**src/verilog/fpmc_pkg.sv**
```systemverilog
/*
  Shared constants and types of the front-panel menu controller: key timing,
  display ranges, menu items and parameter limits.
  Assumes a 250 MHz system clock; all cycle counts derive from it.
*/
package fpmc_pkg;

  // Clock rate, Hz (250 MHz)
  localparam longint unsigned CLK_HZ = 64'h0000_0000_0EE6_B280;
  localparam longint unsigned MS_PER_S = 64'h0000_0000_0000_03E8;

  // Times in their own units
  localparam longint unsigned LAMP_MS = 64'h0000_0000_0000_03E8;     // 1000 ms
  localparam longint unsigned LONG_MS = 64'h0000_0000_0000_07D0;     // 2000 ms
  localparam longint unsigned DEBOUNCE_MS = 64'h0000_0000_0000_0014; // 20 ms
  localparam longint unsigned REPEAT_MS = 64'h0000_0000_0000_0064;   // 100 ms
  localparam longint unsigned BLINK_MS = 64'h0000_0000_0000_01F4;    // 500 ms
  localparam longint unsigned IDLE_S = 64'h0000_0000_0000_001E;      // 30 s
  localparam longint unsigned SIM_IDLE_S = 64'h0000_0000_0000_0384;  // 15 min

  // Cycle counts; least times round up, longest times round down
  localparam longint unsigned LAMP_CYC = (LAMP_MS * CLK_HZ) / MS_PER_S;
  localparam longint unsigned LONG_CYC = (LONG_MS * CLK_HZ + MS_PER_S - 1) / MS_PER_S;
  localparam longint unsigned DEBOUNCE_CYC = (DEBOUNCE_MS * CLK_HZ + MS_PER_S - 1) / MS_PER_S;
  localparam longint unsigned REPEAT_CYC = (REPEAT_MS * CLK_HZ) / MS_PER_S;
  localparam longint unsigned BLINK_CYC = (BLINK_MS * CLK_HZ) / MS_PER_S;
  localparam longint unsigned IDLE_CYC = IDLE_S * CLK_HZ;
  localparam longint unsigned SIM_IDLE_CYC = SIM_IDLE_S * CLK_HZ;

  // Temperatures are signed tenths of a degree
  localparam int VAL_W = 15;
  localparam logic signed [14:0] TEMP_MIN = -15'sh07C6;   // -199.0
  localparam logic signed [14:0] TEMP_MAX = 15'sh2134;    // +850.0
  localparam logic signed [14:0] FINE_MIN = -15'sh00C7;   // -19.9
  localparam logic signed [14:0] FINE_MAX = 15'sh03E7;    // 99.9
  localparam logic signed [14:0] TENTHS_DIV = 15'sh000A;

  // Sensor types: resistance types first, thermocouples after
  localparam logic signed [14:0] SENSOR_LAST = 15'sh000C;
  localparam logic [3:0] RES_TYPES = 4'h4;
  // Line resistance in tenths of ohm; top code means three-wire
  localparam logic signed [14:0] LINE_3WIRE = 15'sh03E8;
  localparam logic [9:0] LINE_3WIRE_U = 10'h3E8;
  // Simulated output select: 0..3 single outputs, 4 all together
  localparam logic signed [14:0] SIM_SEL_LAST = 15'sh0004;
  localparam logic signed [14:0] ZERO = 15'sh0000;

  typedef enum logic [1:0]
  {
    MODE_LAMP = 2'b00,
    MODE_DISPLAY = 2'b01,
    MODE_MENU = 2'b10,
    MODE_PARAM = 2'b11
  } fpmc_mode_type;

  typedef enum logic [1:0]
  {
    MENU_INPUT = 2'b00,
    MENU_SIM = 2'b01
  } fpmc_menu_type;

  localparam fpmc_menu_type MENU_FIRST = MENU_INPUT;
  localparam fpmc_menu_type MENU_LAST = MENU_SIM;

  typedef enum logic [1:0]
  {
    SHOW_LIVE = 2'b00,
    SHOW_MAX = 2'b01,
    SHOW_MIN = 2'b10
  } fpmc_show_type;

  typedef enum logic [1:0]
  {
    KIND_LAMP = 2'b00,
    KIND_VALUE = 2'b01,
    KIND_MENU = 2'b10,
    KIND_PARAM = 2'b11
  } fpmc_kind_type;

endpackage : fpmc_pkg

```
**src/verilog/fpmc_front_panel.sv**
```systemverilog
/*
  Front-panel operating logic of a temperature transducer: three keys,
  display/menu/parameter modes, sensor-input and simulation settings,
  min/max records and the power-on lamp test.
  Assumes measured values arrive in signed tenths of a degree from logic
  on the same clock; digit rendering is done downstream from the outputs.
*/
`timescale 1ns/1ns
module fpmc_front_panel #(
  parameter int unsigned LAMP_CYCLES = 32'(fpmc_pkg::LAMP_CYC),
  parameter int unsigned LONG_CYCLES = 32'(fpmc_pkg::LONG_CYC),
  parameter int unsigned DEBOUNCE_CYCLES = 32'(fpmc_pkg::DEBOUNCE_CYC),
  parameter int unsigned REPEAT_CYCLES = 32'(fpmc_pkg::REPEAT_CYC),
  parameter int unsigned BLINK_CYCLES = 32'(fpmc_pkg::BLINK_CYC),
  parameter logic [39:0] IDLE_CYCLES = 40'(fpmc_pkg::IDLE_CYC),
  parameter logic [39:0] SIM_IDLE_CYCLES = 40'(fpmc_pkg::SIM_IDLE_CYC)
) (
  // Clock, reset, enable
  input wire logic sys_clk_in,
  input wire logic reset_n_in,
  input wire logic clk_en_in,
  // Keys, active low pins
  input wire logic key_up_n_in,
  input wire logic key_down_n_in,
  input wire logic key_set_n_in,
  // Measurement
  input wire logic signed [14:0] temp_value_in,
  input wire logic temp_valid_in,
  // Display
  output logic lamp_test_out,
  output logic ready_out,
  output logic dp_last_out,
  output logic [1:0] disp_kind_out,
  output logic signed [14:0] disp_value_out,
  output logic disp_tenths_out,
  // Mode and settings
  output logic [1:0] mode_out,
  output logic [1:0] menu_item_out,
  output logic param_index_out,
  output logic [3:0] sensor_type_out,
  output logic [9:0] line_res_out,
  output logic three_wire_out,
  output logic [2:0] sim_select_out,
  output logic signed [14:0] sim_temp_out,
  output logic signed [14:0] min_value_out,
  output logic signed [14:0] max_value_out
);

  typedef struct packed {
    fpmc_pkg::fpmc_mode_type mode;
    fpmc_pkg::fpmc_menu_type item;
    logic pidx;
    logic signed [14:0] edit;
    logic [3:0] sensor;
    logic [9:0] line_res;
    logic [2:0] sim_sel;
    logic signed [14:0] sim_temp;
    logic signed [14:0] live;
    logic signed [14:0] min_val;
    logic signed [14:0] max_val;
    logic have_sample;
    fpmc_pkg::fpmc_show_type show;
    logic [31:0] lamp_cnt;
    logic [39:0] idle_cnt;
    logic [31:0] blink_cnt;
    logic blink;
    logic dp;
    fpmc_pkg::fpmc_kind_type kind;
    logic signed [14:0] disp_val;
    logic disp_tenths;
  } fpmc_state_type;

  fpmc_state_type s;
  fpmc_state_type next_s;

  logic up_held;
  logic up_press;
  logic up_short;
  logic up_long;
  logic up_rep;
  logic dn_held;
  logic dn_press;
  logic dn_short;
  logic dn_long;
  logic dn_rep;
  logic set_held;
  logic set_short;
  logic set_long;

  fpmc_key #(
    .DEBOUNCE_CYCLES(DEBOUNCE_CYCLES),
    .LONG_CYCLES(LONG_CYCLES),
    .REPEAT_CYCLES(REPEAT_CYCLES)
  ) u_key_up (
    .sys_clk_in(sys_clk_in),
    .reset_n_in(reset_n_in),
    .clk_en_in(clk_en_in),
    .key_n_in(key_up_n_in),
    .held_out(up_held),
    .press_out(up_press),
    .short_out(up_short),
    .long_out(up_long),
    .repeat_out(up_rep)
  );

  fpmc_key #(
    .DEBOUNCE_CYCLES(DEBOUNCE_CYCLES),
    .LONG_CYCLES(LONG_CYCLES),
    .REPEAT_CYCLES(REPEAT_CYCLES)
  ) u_key_down (
    .sys_clk_in(sys_clk_in),
    .reset_n_in(reset_n_in),
    .clk_en_in(clk_en_in),
    .key_n_in(key_down_n_in),
    .held_out(dn_held),
    .press_out(dn_press),
    .short_out(dn_short),
    .long_out(dn_long),
    .repeat_out(dn_rep)
  );

  fpmc_key #(
    .DEBOUNCE_CYCLES(DEBOUNCE_CYCLES),
    .LONG_CYCLES(LONG_CYCLES),
    .REPEAT_CYCLES(REPEAT_CYCLES)
  ) u_key_set (
    .sys_clk_in(sys_clk_in),
    .reset_n_in(reset_n_in),
    .clk_en_in(clk_en_in),
    .key_n_in(key_set_n_in),
    .held_out(set_held),
    .press_out(),
    .short_out(set_short),
    .long_out(set_long),
    .repeat_out()
  );

  // Upper edit limit of a parameter position
  function automatic logic signed [14:0] edit_top(input fpmc_pkg::fpmc_menu_type item,
                                                  input logic pidx);
    if (item == fpmc_pkg::MENU_INPUT)
    begin
      edit_top = pidx ? fpmc_pkg::LINE_3WIRE : fpmc_pkg::SENSOR_LAST;
    end
    else
    begin
      edit_top = pidx ? fpmc_pkg::TEMP_MAX : fpmc_pkg::SIM_SEL_LAST;
    end
  endfunction : edit_top

  function automatic logic signed [14:0] edit_bottom(input fpmc_pkg::fpmc_menu_type item,
                                                     input logic pidx);
    edit_bottom = (item == fpmc_pkg::MENU_SIM && pidx) ? fpmc_pkg::TEMP_MIN : fpmc_pkg::ZERO;
  endfunction : edit_bottom

  // Stored value of a parameter position, loaded into the editor
  function automatic logic signed [14:0] stored(input fpmc_state_type st,
                                                input logic pidx);
    if (st.item == fpmc_pkg::MENU_INPUT)
    begin
      stored = pidx ? 15'(st.line_res) : 15'(st.sensor);
    end
    else
    begin
      stored = pidx ? st.sim_temp : 15'(st.sim_sel);
    end
  endfunction : stored

  function automatic logic fine(input logic signed [14:0] v);
    fine = (v >= fpmc_pkg::FINE_MIN) && (v <= fpmc_pkg::FINE_MAX);
  endfunction : fine

  logic signed [14:0] temp_clamped;
  logic signed [14:0] lo;
  logic signed [14:0] hi;
  logic [39:0] idle_limit;
  logic any_key;
  logic last_param;

  always_comb
  begin
    next_s = s;
    lo = edit_bottom(s.item, s.pidx);
    hi = edit_top(s.item, s.pidx);
    any_key = up_held | dn_held | set_held;
    // Thermocouples end the input item after the sensor type
    last_param = s.pidx || (s.item == fpmc_pkg::MENU_INPUT &&
                 s.edit[3:0] >= fpmc_pkg::RES_TYPES);
    if (s.mode == fpmc_pkg::MODE_PARAM && s.item == fpmc_pkg::MENU_SIM)
    begin
      idle_limit = SIM_IDLE_CYCLES;
    end
    else
    begin
      idle_limit = IDLE_CYCLES;
    end
    if (temp_value_in < fpmc_pkg::TEMP_MIN)
    begin
      temp_clamped = fpmc_pkg::TEMP_MIN;
    end
    else if (temp_value_in > fpmc_pkg::TEMP_MAX)
    begin
      temp_clamped = fpmc_pkg::TEMP_MAX;
    end
    else
    begin
      temp_clamped = temp_value_in;
    end

    if (temp_valid_in && s.mode != fpmc_pkg::MODE_LAMP)
    begin
      next_s.live = temp_clamped;
      next_s.have_sample = 1'b1;
      if (!s.have_sample || temp_clamped < s.min_val)
      begin
        next_s.min_val = temp_clamped;
      end
      if (!s.have_sample || temp_clamped > s.max_val)
      begin
        next_s.max_val = temp_clamped;
      end
    end

    if (s.blink_cnt >= BLINK_CYCLES - 1)
    begin
      next_s.blink_cnt = '0;
      next_s.blink = ~s.blink;
    end
    else
    begin
      next_s.blink_cnt = s.blink_cnt + 32'h0000_0001;
    end

    if (any_key)
    begin
      next_s.idle_cnt = '0;
    end
    else if (s.idle_cnt < idle_limit)
    begin
      next_s.idle_cnt = s.idle_cnt + 40'h00_0000_0001;
    end

    case (s.mode)
      fpmc_pkg::MODE_LAMP:
      begin
        if (s.lamp_cnt >= LAMP_CYCLES - 1)
        begin
          next_s.mode = fpmc_pkg::MODE_DISPLAY;
        end
        else
        begin
          next_s.lamp_cnt = s.lamp_cnt + 32'h0000_0001;
        end
      end
      fpmc_pkg::MODE_DISPLAY:
      begin
        if (up_long)
        begin
          next_s.show = fpmc_pkg::SHOW_MAX;
        end
        else if (dn_long)
        begin
          next_s.show = fpmc_pkg::SHOW_MIN;
        end
        else if (!up_held && !dn_held)
        begin
          next_s.show = fpmc_pkg::SHOW_LIVE;
        end
        if (set_long && s.show == fpmc_pkg::SHOW_MAX)
        begin
          next_s.max_val = s.live;
        end
        else if (set_long && s.show == fpmc_pkg::SHOW_MIN)
        begin
          next_s.min_val = s.live;
        end
        if (s.show == fpmc_pkg::SHOW_LIVE && dn_short)
        begin
          next_s.mode = fpmc_pkg::MODE_MENU;
          next_s.item = fpmc_pkg::MENU_FIRST;
        end
        else if (s.show == fpmc_pkg::SHOW_LIVE && up_short)
        begin
          next_s.mode = fpmc_pkg::MODE_MENU;
          next_s.item = fpmc_pkg::MENU_LAST;
        end
      end
      fpmc_pkg::MODE_MENU:
      begin
        if (set_long || s.idle_cnt >= idle_limit)
        begin
          next_s.mode = fpmc_pkg::MODE_DISPLAY;
        end
        else if (dn_short)
        begin
          if (s.item == fpmc_pkg::MENU_LAST)
          begin
            next_s.mode = fpmc_pkg::MODE_DISPLAY;
          end
          else
          begin
            next_s.item = fpmc_pkg::fpmc_menu_type'(s.item + 2'b01);
          end
        end
        else if (up_short)
        begin
          if (s.item == fpmc_pkg::MENU_FIRST)
          begin
            next_s.mode = fpmc_pkg::MODE_DISPLAY;
          end
          else
          begin
            next_s.item = fpmc_pkg::fpmc_menu_type'(s.item - 2'b01);
          end
        end
        else if (set_short)
        begin
          next_s.mode = fpmc_pkg::MODE_PARAM;
          next_s.pidx = 1'b0;
          next_s.edit = stored(s, 1'b0);
        end
      end
      fpmc_pkg::MODE_PARAM:
      begin
        if (up_held && dn_held && (up_press || dn_press))
        begin
          next_s.edit = fpmc_pkg::ZERO;
        end
        else if ((up_press || up_rep) && !dn_held && s.edit < hi)
        begin
          next_s.edit = s.edit + 15'sh0001;
        end
        else if ((dn_press || dn_rep) && !up_held && s.edit > lo)
        begin
          next_s.edit = s.edit - 15'sh0001;
        end
        // Store on short Set, or on long Set outside simulation
        if (set_short || (set_long && s.item != fpmc_pkg::MENU_SIM))
        begin
          if (s.item == fpmc_pkg::MENU_INPUT && !s.pidx)
          begin
            next_s.sensor = s.edit[3:0];
          end
          else if (s.item == fpmc_pkg::MENU_INPUT)
          begin
            next_s.line_res = s.edit[9:0];
          end
          else if (!s.pidx)
          begin
            next_s.sim_sel = s.edit[2:0];
          end
          else
          begin
            next_s.sim_temp = s.edit;
          end
        end
        if (set_long && s.item != fpmc_pkg::MENU_SIM)
        begin
          next_s.mode = fpmc_pkg::MODE_DISPLAY;
        end
        else if (s.idle_cnt >= idle_limit)
        begin
          next_s.mode = fpmc_pkg::MODE_DISPLAY;
        end
        else if (set_short && last_param)
        begin
          next_s.mode = fpmc_pkg::MODE_MENU;
        end
        else if (set_short)
        begin
          next_s.pidx = 1'b1;
          next_s.edit = stored(s, 1'b1);
        end
      end
      default:
      begin
        next_s.mode = fpmc_pkg::MODE_DISPLAY;
      end
    endcase

    // Registered display picture, derived from the next state
    next_s.disp_tenths = 1'b0;
    case (next_s.mode)
      fpmc_pkg::MODE_LAMP:
      begin
        next_s.dp = 1'b1;
        next_s.kind = fpmc_pkg::KIND_LAMP;
        next_s.disp_val = fpmc_pkg::ZERO;
      end
      fpmc_pkg::MODE_DISPLAY:
      begin
        next_s.dp = 1'b0;
        next_s.kind = fpmc_pkg::KIND_VALUE;
        if (next_s.show == fpmc_pkg::SHOW_MAX)
        begin
          next_s.disp_val = next_s.max_val;
        end
        else if (next_s.show == fpmc_pkg::SHOW_MIN)
        begin
          next_s.disp_val = next_s.min_val;
        end
        else
        begin
          next_s.disp_val = next_s.live;
        end
        next_s.disp_tenths = fine(next_s.disp_val);
        if (!next_s.disp_tenths)
        begin
          next_s.disp_val = next_s.disp_val / fpmc_pkg::TENTHS_DIV;
        end
      end
      fpmc_pkg::MODE_MENU:
      begin
        next_s.dp = 1'b1;
        next_s.kind = fpmc_pkg::KIND_MENU;
        next_s.disp_val = 15'(next_s.item);
      end
      default:
      begin
        next_s.dp = next_s.blink;
        next_s.kind = fpmc_pkg::KIND_PARAM;
        next_s.disp_val = next_s.edit;
        if (next_s.item == fpmc_pkg::MENU_INPUT && next_s.pidx)
        begin
          next_s.disp_tenths = next_s.edit != fpmc_pkg::LINE_3WIRE;
        end
        else if (next_s.item == fpmc_pkg::MENU_SIM && next_s.pidx)
        begin
          next_s.disp_tenths = fine(next_s.edit);
          if (!next_s.disp_tenths)
          begin
            next_s.disp_val = next_s.edit / fpmc_pkg::TENTHS_DIV;
          end
        end
      end
    endcase
  end

  always_ff @(posedge sys_clk_in or negedge reset_n_in)
  begin
    if (!reset_n_in)
    begin
      s <= '0;
      s.mode <= fpmc_pkg::MODE_LAMP;
      s.line_res <= fpmc_pkg::LINE_3WIRE_U;
      s.dp <= 1'b1;
    end
    else if (clk_en_in)
    begin
      s <= next_s;
    end
  end

  assign lamp_test_out = s.mode == fpmc_pkg::MODE_LAMP;
  assign ready_out = s.mode != fpmc_pkg::MODE_LAMP;
  assign dp_last_out = s.dp;
  assign disp_kind_out = s.kind;
  assign disp_value_out = s.disp_val;
  assign disp_tenths_out = s.disp_tenths;
  assign mode_out = s.mode;
  assign menu_item_out = s.item;
  assign param_index_out = s.pidx;
  assign sensor_type_out = s.sensor;
  assign line_res_out = s.line_res;
  assign three_wire_out = s.line_res == fpmc_pkg::LINE_3WIRE_U;
  assign sim_select_out = s.sim_sel;
  assign sim_temp_out = s.sim_temp;
  assign min_value_out = s.min_val;
  assign max_value_out = s.max_val;

endmodule : fpmc_front_panel

```
**src/verilog/fpmc_key.sv**
```systemverilog
/*
  One front-panel key: two-stage synchroniser, debounce, and press
  classification into press, short release, long hold and repeat pulses.
  Assumes an active-low key pin from outside the clock domain.
*/
`timescale 1ns/1ns
module fpmc_key #(
  parameter int unsigned DEBOUNCE_CYCLES = 32'h0000_0001,
  parameter int unsigned LONG_CYCLES = 32'h0000_0002,
  parameter int unsigned REPEAT_CYCLES = 32'h0000_0001
) (
  // Clock and reset
  input wire logic sys_clk_in,
  input wire logic reset_n_in,
  input wire logic clk_en_in,
  // Key pin
  input wire logic key_n_in,
  // Classified events
  output logic held_out,
  output logic press_out,
  output logic short_out,
  output logic long_out,
  output logic repeat_out
);

  typedef struct packed {
    logic sync1;
    logic sync2;
    logic held;
    logic [31:0] deb_cnt;
    logic [31:0] hold_cnt;
    logic [31:0] rep_cnt;
    logic long_seen;
    logic press;
    logic short_rel;
    logic long_hit;
    logic rep;
  } fpmc_key_state_type;

  fpmc_key_state_type s;
  fpmc_key_state_type next_s;

  always_comb
  begin
    next_s = s;
    next_s.sync1 = ~key_n_in;
    next_s.sync2 = s.sync1;
    next_s.press = 1'b0;
    next_s.short_rel = 1'b0;
    next_s.long_hit = 1'b0;
    next_s.rep = 1'b0;
    // Level must stay changed for the whole debounce time
    if (s.sync2 == s.held)
    begin
      next_s.deb_cnt = '0;
    end
    else if (s.deb_cnt >= DEBOUNCE_CYCLES - 1)
    begin
      next_s.deb_cnt = '0;
      next_s.held = s.sync2;
      next_s.press = s.sync2;
      next_s.short_rel = ~s.sync2 & ~s.long_seen;
    end
    else
    begin
      next_s.deb_cnt = s.deb_cnt + 32'h0000_0001;
    end
    if (!s.held)
    begin
      next_s.hold_cnt = '0;
      next_s.rep_cnt = '0;
      next_s.long_seen = 1'b0;
    end
    else if (!s.long_seen)
    begin
      next_s.hold_cnt = s.hold_cnt + 32'h0000_0001;
      if (s.hold_cnt >= LONG_CYCLES - 1)
      begin
        next_s.long_seen = 1'b1;
        next_s.long_hit = 1'b1;
      end
    end
    else if (s.rep_cnt >= REPEAT_CYCLES - 1)
    begin
      next_s.rep_cnt = '0;
      next_s.rep = 1'b1;
    end
    else
    begin
      next_s.rep_cnt = s.rep_cnt + 32'h0000_0001;
    end
  end

  always_ff @(posedge sys_clk_in or negedge reset_n_in)
  begin
    if (!reset_n_in)
    begin
      s <= '0;
    end
    else if (clk_en_in)
    begin
      s <= next_s;
    end
  end

  assign held_out = s.held;
  assign press_out = s.press;
  assign short_out = s.short_rel;
  assign long_out = s.long_hit;
  assign repeat_out = s.rep;

endmodule : fpmc_key

```
**config.mk**
```make
export PLATFORM = sky130hd
export DESIGN_NAME = fpmc_front_panel
export DESIGN_NICKNAME = d
export VERILOG_FILES = /design/src/verilog/fpmc_pkg.sv /design/src/verilog/fpmc_front_panel.sv /design/src/verilog/fpmc_key.sv
export SDC_FILE = /design/constraint.sdc
export NUM_CORES = 2
export LEC_CHECK = 0
export ABC_AREA = 1
export ABC_CLOCK_PERIOD_IN_PS = 9300
export BUFFER_PORTS_ARGS = -buffer_cell sky130_fd_sc_hd__buf_2
export CAP_MARGIN = 20
export CORE_ASPECT_RATIO = 1.2
export CORE_UTILIZATION = 57
export DETAILED_ROUTE_END_ITERATION = 10
export PLACE_DENSITY = 0.81
export SLEW_MARGIN = 0
export SYNTH_ARGS = -nofsm -noshare
export SYNTH_HDL_FRONTEND = slang
export SYNTH_SLANG_ARGS = --single-unit
```
**constraint.sdc**
```tcl
create_clock -name sys_clk_in -period 9.3 [get_ports sys_clk_in]
set_input_delay 0.93 -clock sys_clk_in [delete_from_list [all_inputs] [get_ports sys_clk_in]]
set_output_delay 0.93 -clock sys_clk_in [all_outputs]
set_load 0.05 [all_outputs]
```
# Yosys cells after proc, flatten, opt, wreduce, memory -nomap -nowiden
# Cells that the tools add are included.
[totals]
elab_cells = 302
output_inout_bits = 89
register_bits = 534
[classes]
n_bitwise = 22
n_div = 2
muxes = 105
reduce_logical = 58
add_sub_neg = 16
n_lt_le_gt_ge = 24
n_eq_ne = 23
[ops]
columns = ["op", "count"]
rows = [
  ["two-way mux 32 bit", 16],
  ["adder 32 x 1 -> 32 bit (second input constant)", 11],
  ["two-way mux 15 bit", 18],
  ["two-way mux 65 bit", 3],
  ["two-way mux 16 bit", 8],
  ["greater-or-equal comparator 32 x 23 -> 1 bit (second input constant)", 3],
  ["greater-or-equal comparator 32 x 25 -> 1 bit (second input constant)", 3],
  ["greater-or-equal comparator 32 x 29 -> 1 bit (second input constant)", 3],
  ["two-way mux 40 bit", 2],
  ["one-hot mux 18 bit (3 select lines)", 1],
  ["two-way mux 2 bit", 23],
  ["two-way mux 46 bit", 1],
  ["adder 40 x 1 -> 40 bit (second input constant)", 1],
  ["greater-or-equal comparator 40 bit", 1],
  ["< comparator 40 bit", 1],
  ["two-way mux 38 bit", 1],
  ["greater-or-equal comparator 32 x 27 -> 1 bit (second input constant)", 1],
  ["greater-or-equal comparator 32 x 28 -> 1 bit (second input constant)", 1],
  ["one-hot mux 16 bit (2 select lines)", 1],
  ["divider 15 x 5 -> 15 bit (second input constant)", 2],
  ["greater-or-equal comparator 15 x 9 -> 1 bit (second input constant)", 2],
  ["> comparator 15 bit", 2],
  ["less-or-equal comparator 15 x 11 -> 1 bit (second input constant)", 2],
  ["< comparator 15 bit", 2],
  ["37 further kinds", 141],
]

# Longest topological paths before layout
[depth]
word_depth = 19
mapped_depth = 99

# Cells and area by module
# Synthesis repeated with hierarchy kept, for this count alone.
[unflattened]
cells_unflattened = 5694
area_unflattened_um2 = 38495.7
[by_module_without_submodules]
columns = ["module", "area_each_um2", "n_inst", "cells_each"]
rows = [
  ["fpmc_front_panel", 18878.1, 1, 2796],
  ["fpmc_key (u_key_down ...)", 6526.3, 2, 968],
  ["fpmc_key (u_key_up)", 6565.0, 1, 962],
]

# Worst setup path before layout
# No wires, ideal clock.
[synth_path]
kind = "input to register"
startpoint = "input temp_value_in[14]"
endpoint = "register s (netlist bit disp_value_out[8])"
required_time_ps = 9183
t_arrival_ps = 9045
path_slack_ps = 138
path_stages = 83
path_buffers = 2
cell_sequence = "buf_6 inv_4 nand2_2 nor2_2 nand2_1 nor2_1 nor2_2 nand2_4 inv_2 nor3_1 ha_1 a21oi_1 o21ai_0 a21oi_1 nand2_1 xnor2_1 nand2_1 nand2_1 [47 not listed] nand3_1 nand3_2 nand2_2 nand3_1 nand2_4 mux2i_1 nand2_1 inv_2 ha_1 inv_1 nor2_2 nand2_1 o31ai_2 xnor2_1 o21ai_1 nand3_1 o21ai_1 inv_1"
[synth_between]
elab_chain_cells = 17
elab_cells_between_ends = 24
[synth_lines]
columns = ["element", "line_no", "source"]
rows = [
  ["start, declared", "fpmc_front_panel.sv:27", "input wire logic signed [14:0] temp_value_in,"],
  ["> comparator 15 bit", "fpmc_front_panel.sv:201", "else if (temp_value_in > fpmc_pkg::TEMP_MAX)"],
  ["two-way mux 15 bit", "fpmc_front_panel.sv:201", ""],
  ["two-way mux 15 bit *", "fpmc_front_panel.sv:197", "if (temp_value_in < fpmc_pkg::TEMP_MIN)"],
  ["< comparator 15 bit", "fpmc_front_panel.sv:214", "if (!s.have_sample || temp_clamped < s.min_val)"],
  ["logical OR 1 bit", "fpmc_front_panel.sv:214", ""],
  ["two-way mux 15 bit", "fpmc_front_panel.sv:214", ""],
  ["two-way mux 46 bit *", "fpmc_front_panel.sv:210", "if (temp_valid_in && s.mode != fpmc_pkg::MODE_LAMP)"],
  ["two-way mux 15 bit", "fpmc_front_panel.sv:273", "else if (set_long && s.show == fpmc_pkg::SHOW_MIN)"],
  ["two-way mux 15 bit", "fpmc_front_panel.sv:269", "if (set_long && s.show == fpmc_pkg::SHOW_MAX)"],
  ["two-way mux 30 bit", "fpmc_front_panel.sv:243", "case (s.mode)"],
  ["two-way mux 15 bit", "fpmc_front_panel.sv:398", "else if (next_s.show == fpmc_pkg::SHOW_MIN)"],
  ["two-way mux 15 bit *", "fpmc_front_panel.sv:394", "if (next_s.show == fpmc_pkg::SHOW_MAX)"],
  ["two-way mux 15 bit *", "fpmc_front_panel.sv:383", "case (next_s.mode)"],
  ["parallel branches: the longest is 2 deep, another holds divider 15 x 5 -> 15 bit", "n/a", ""],
  ["two-way mux 15 bit *", "fpmc_front_panel.sv:407", "if (!next_s.disp_tenths)"],
  ["one-hot mux 18 bit (3 select lines) *", "fpmc_front_panel.sv:383", ""],
  ["end signal, assigned", "fpmc_front_panel.sv:450", "s <= next_s;"],
  ["end, declared", "fpmc_front_panel.sv:73", "fpmc_state_type s;"],
]
# Mark *: on every way between the ends. The select of a mux whose other input is x is not followed.
# A chain may end at the register's enable or synchronous reset.

# Worst setup path in the final report
[layout_path]
startpoint = "input temp_value_in[10]"
endpoint = "register s (netlist bit disp_value_out[8])"
# The elaborated chain is that of the path after synthesis.

==> results.md <==
- Tcrit/Tclk final: 0.990
- Cell Count, Final, Fillers Out: 5385
- FF/Latch Area: 12500 sq um
- Kind of critical path: in2reg
- Worst min-delay path class: in2async
- Worst path slowest cell: o221a_2
- Fin. Hold Viols: 0
- Layout area overhead: 14.8%
- Worst-path clk slew: 0.06 ns
- Startpoint class of the critical path: input port
- Drt drc: 12
- Synth Flop Type: dfrtp_1
- Fmax: 109 MHz
- Clock latency on the worst-skew pair: 0.63 ns
- Wl on met1: 35000 um
- Die Wd: 221 um
- RSZ-0062 raised after global routing: true
- GR Util All Layers: 0.283
- Row cnt: 95
- DP Area: 34100 sq um
- I/O Buffers: 110
- Yosys cell types: 86
- Avg WL per Cell: 16.0 um
- HPWL Detailed: 60600 um
- Commonest non-fill, non-tap cell in the layout: nand2_1
- Slew @ Worst Pin: 0.969 ns
- Post-synth EDFFs: 0
- Clock buffer depth: 3
- CTS tree: yes
- Gp weighted congestion: 1.01
- Top cell by count, worst path: nand2_4
- Final net count: 4724
- Crit path capture type: register
- Routed wire length: 86400 um
- Highest fanout seen on the critical path: 5
- Pin count of the biggest net entering global routing: 151
- Post-route ant nets: 0
- Share of layout cells above drive strength 1: 0.194
- DR vias: 30800
- Footprint of the multi-input gates: 17500 sq um
- Post-route setup TNS: 0 ns
- Synth Cell Area: 32700 sq um
- Post-synthesis instance total: 4411
- CTS buffer count: 53
- Max Used Layer: met5
- Most frequent cells in the layout: nand2_1 (792), inv_1 (574), dfrtp_1 (494)
- Flops & latches, synth: 501
- Number of fillers in the final layout: 4646
- Initial Util: 0.581
- Max incr delay on CP: 0.26 ns
- CP arrival: 9.72 ns
- Critical Path RT: 9.82 ns
- CP startpoint: temp_value_in[10]
- Syn_nets: 4520
- Hold Buf Count CTS: 0
- Max Cap Violations: 0
- Initial antenna violation count: 1
- Slew margin rel.: 0.354
- Async set-reset flop share out of synthesis: 1.00
- Met2 wire len: 41600 um
- Num ports: 111
- Global-route wire length before repair: 138000 um
- Core ar.: 56300 sq um
- Die H: 265 um
- Met3 Routed Length: 5070 um
- Drt pass-1 iters: 11
- CTS sink cnt: 501
- Total grt overflow: 0
- ANT cells: 0
- FF-to-FF Start: menu_item_out[0]
- DRT iter0 DRCs: 2554
- Final setup violation count: 0
- Failing checks: DRC
- Via/cell ratio: 5.71
- CTS Root Buffer Type: clkbuf_16
- Minimum clock period: 9.20 ns
- CTS H-tree lvls: 2
- Syn avg cell area: 7.42 sq um
- Fin. max-slew vios: 0
- Vias in the first global route: 28600
- Status: complete, but fails checks
- Die area: 58400 sq um
- Register area share after synthesis: 0.383
- Clock skew: 0.0177 ns
- Ys Warns: 0
- Placed cell count: 5207
- Design area: 37600 sq um
## logic make-up (layout without fill, tap and decap cells)
kind of cell | count (synthesis) | after routing | share of synthesized area
XOR/XNOR | 125 | 125 | 0.0334
multiplexers | 7 | 7 | 0.00218
AND/OR/NAND/NOR | 2029 | 2029 | 0.287
flip-flops | 501 | 501 | 0.383
buffers and inverters | 856 | 1103 | 0.116
AO/OA/AOI/OAI | 806 | 806 | 0.145
adder cells (fa/ha/maj) | 87 | 87 | 0.0332
## metal layers
layer,vias to the layer above,GRT usage
met5,-,0
li1,14900,-
met1,14500,0.345
met4,2,0.146
met3,314,0.0415
met2,1011,0.488
## path summary, 6_finish.rpt
kind / slack [ns] / end / cells past startpoint
max in group asynchronous: 6.93 / u_key_set.s[79] / 3
min in group sys_clk_in: 0.38 / s[123] / 0
max: 0.1 / disp_value_out[8] / 84
min: 0.31 / s[79] / 1
max reg2reg: 0.12 / disp_value_out[10] / 78
min reg2reg: 0.38 / s[123] / 0
## area by class of cell
cell class,count,share of cell area
flip-flops and latches,501,0.334
inverters,664,0.0684
well taps,727,0.0242
multi-input cells,3054,0.464
repair buffers,341,0.0634
clock buffers,72,0.0396
clock inverters,26,0.00626
## stage by stage
| step | util | setup WS, ns | hold slack [ns] |
|---|---|---|---|
| floorplan | - | 0.138 | 0.429 |
| global placement | 0.606 | -0.303 | 0.368 |
| detailed placement | 0.606 | -0.674 | 0.368 |
| CTS | 0.637 | 0.00488 | 0.339 |
| global route | 0.667 | -0.534 | 0.363 |
| finish | 0.667 | 0.0953 | 0.313 |
## flip-flops by register name (all words and copies together), names as in the netlist, 4 cells and up
signal / count
u_key_down.s: 98
min_value_out: 15
line_res_out: 10
max_value_out: 15
sensor_type_out: 4
s: 138
disp_value_out: 15
u_key_set.s: 66
u_key_up.s: 98
sim_temp_out: 15
## synthesized netlist by cell type, types with 34 or more instances
cell type | count | area share
nand3_1 | 267 | 0.041
nand4_1 | 71 | 0.014
a21oi_1 | 220 | 0.034
o21ai_0 | 298 | 0.046
xor2_1 | 104 | 0.028
nor2_1 | 405 | 0.046
nor3_1 | 152 | 0.023
nor4_1 | 53 | 0.010
inv_2 | 51 | 0.0058
buf_4 | 86 | 0.020
ha_1 | 87 | 0.033
clkbuf_1 | 70 | 0.0080
inv_1 | 592 | 0.068
nand2_1 | 837 | 0.096
o22ai_1 | 78 | 0.015
nand2_2 | 107 | 0.020
dfrtp_1 | 494 | 0.38
nand3_2 | 34 | 0.010
## worst max-delay path: cells and delay by family
| family | cells | cell delay (ns) |
|---|---|---|
| buf+inv | 11 | 0.76 |
| xor+xnor | 1 | 0.10 |
| simple gates | 57 | 5.16 |
| fa+ha+maj | 3 | 0.54 |
| compound gates | 11 | 1.98 |
| mux | 1 | 0.20 |
## what timing repair did
action                     4_1_cts  5_1_grt
setup buffers                    1       78
gates resized for setup         13      263
hold endpoints to repair         0        0
setup endpoints to repair        6       12
pin swaps                        1      129
Power is not shown: default switching activity piles up to over one toggle a cycle in this logic, so the estimate is an artifact.
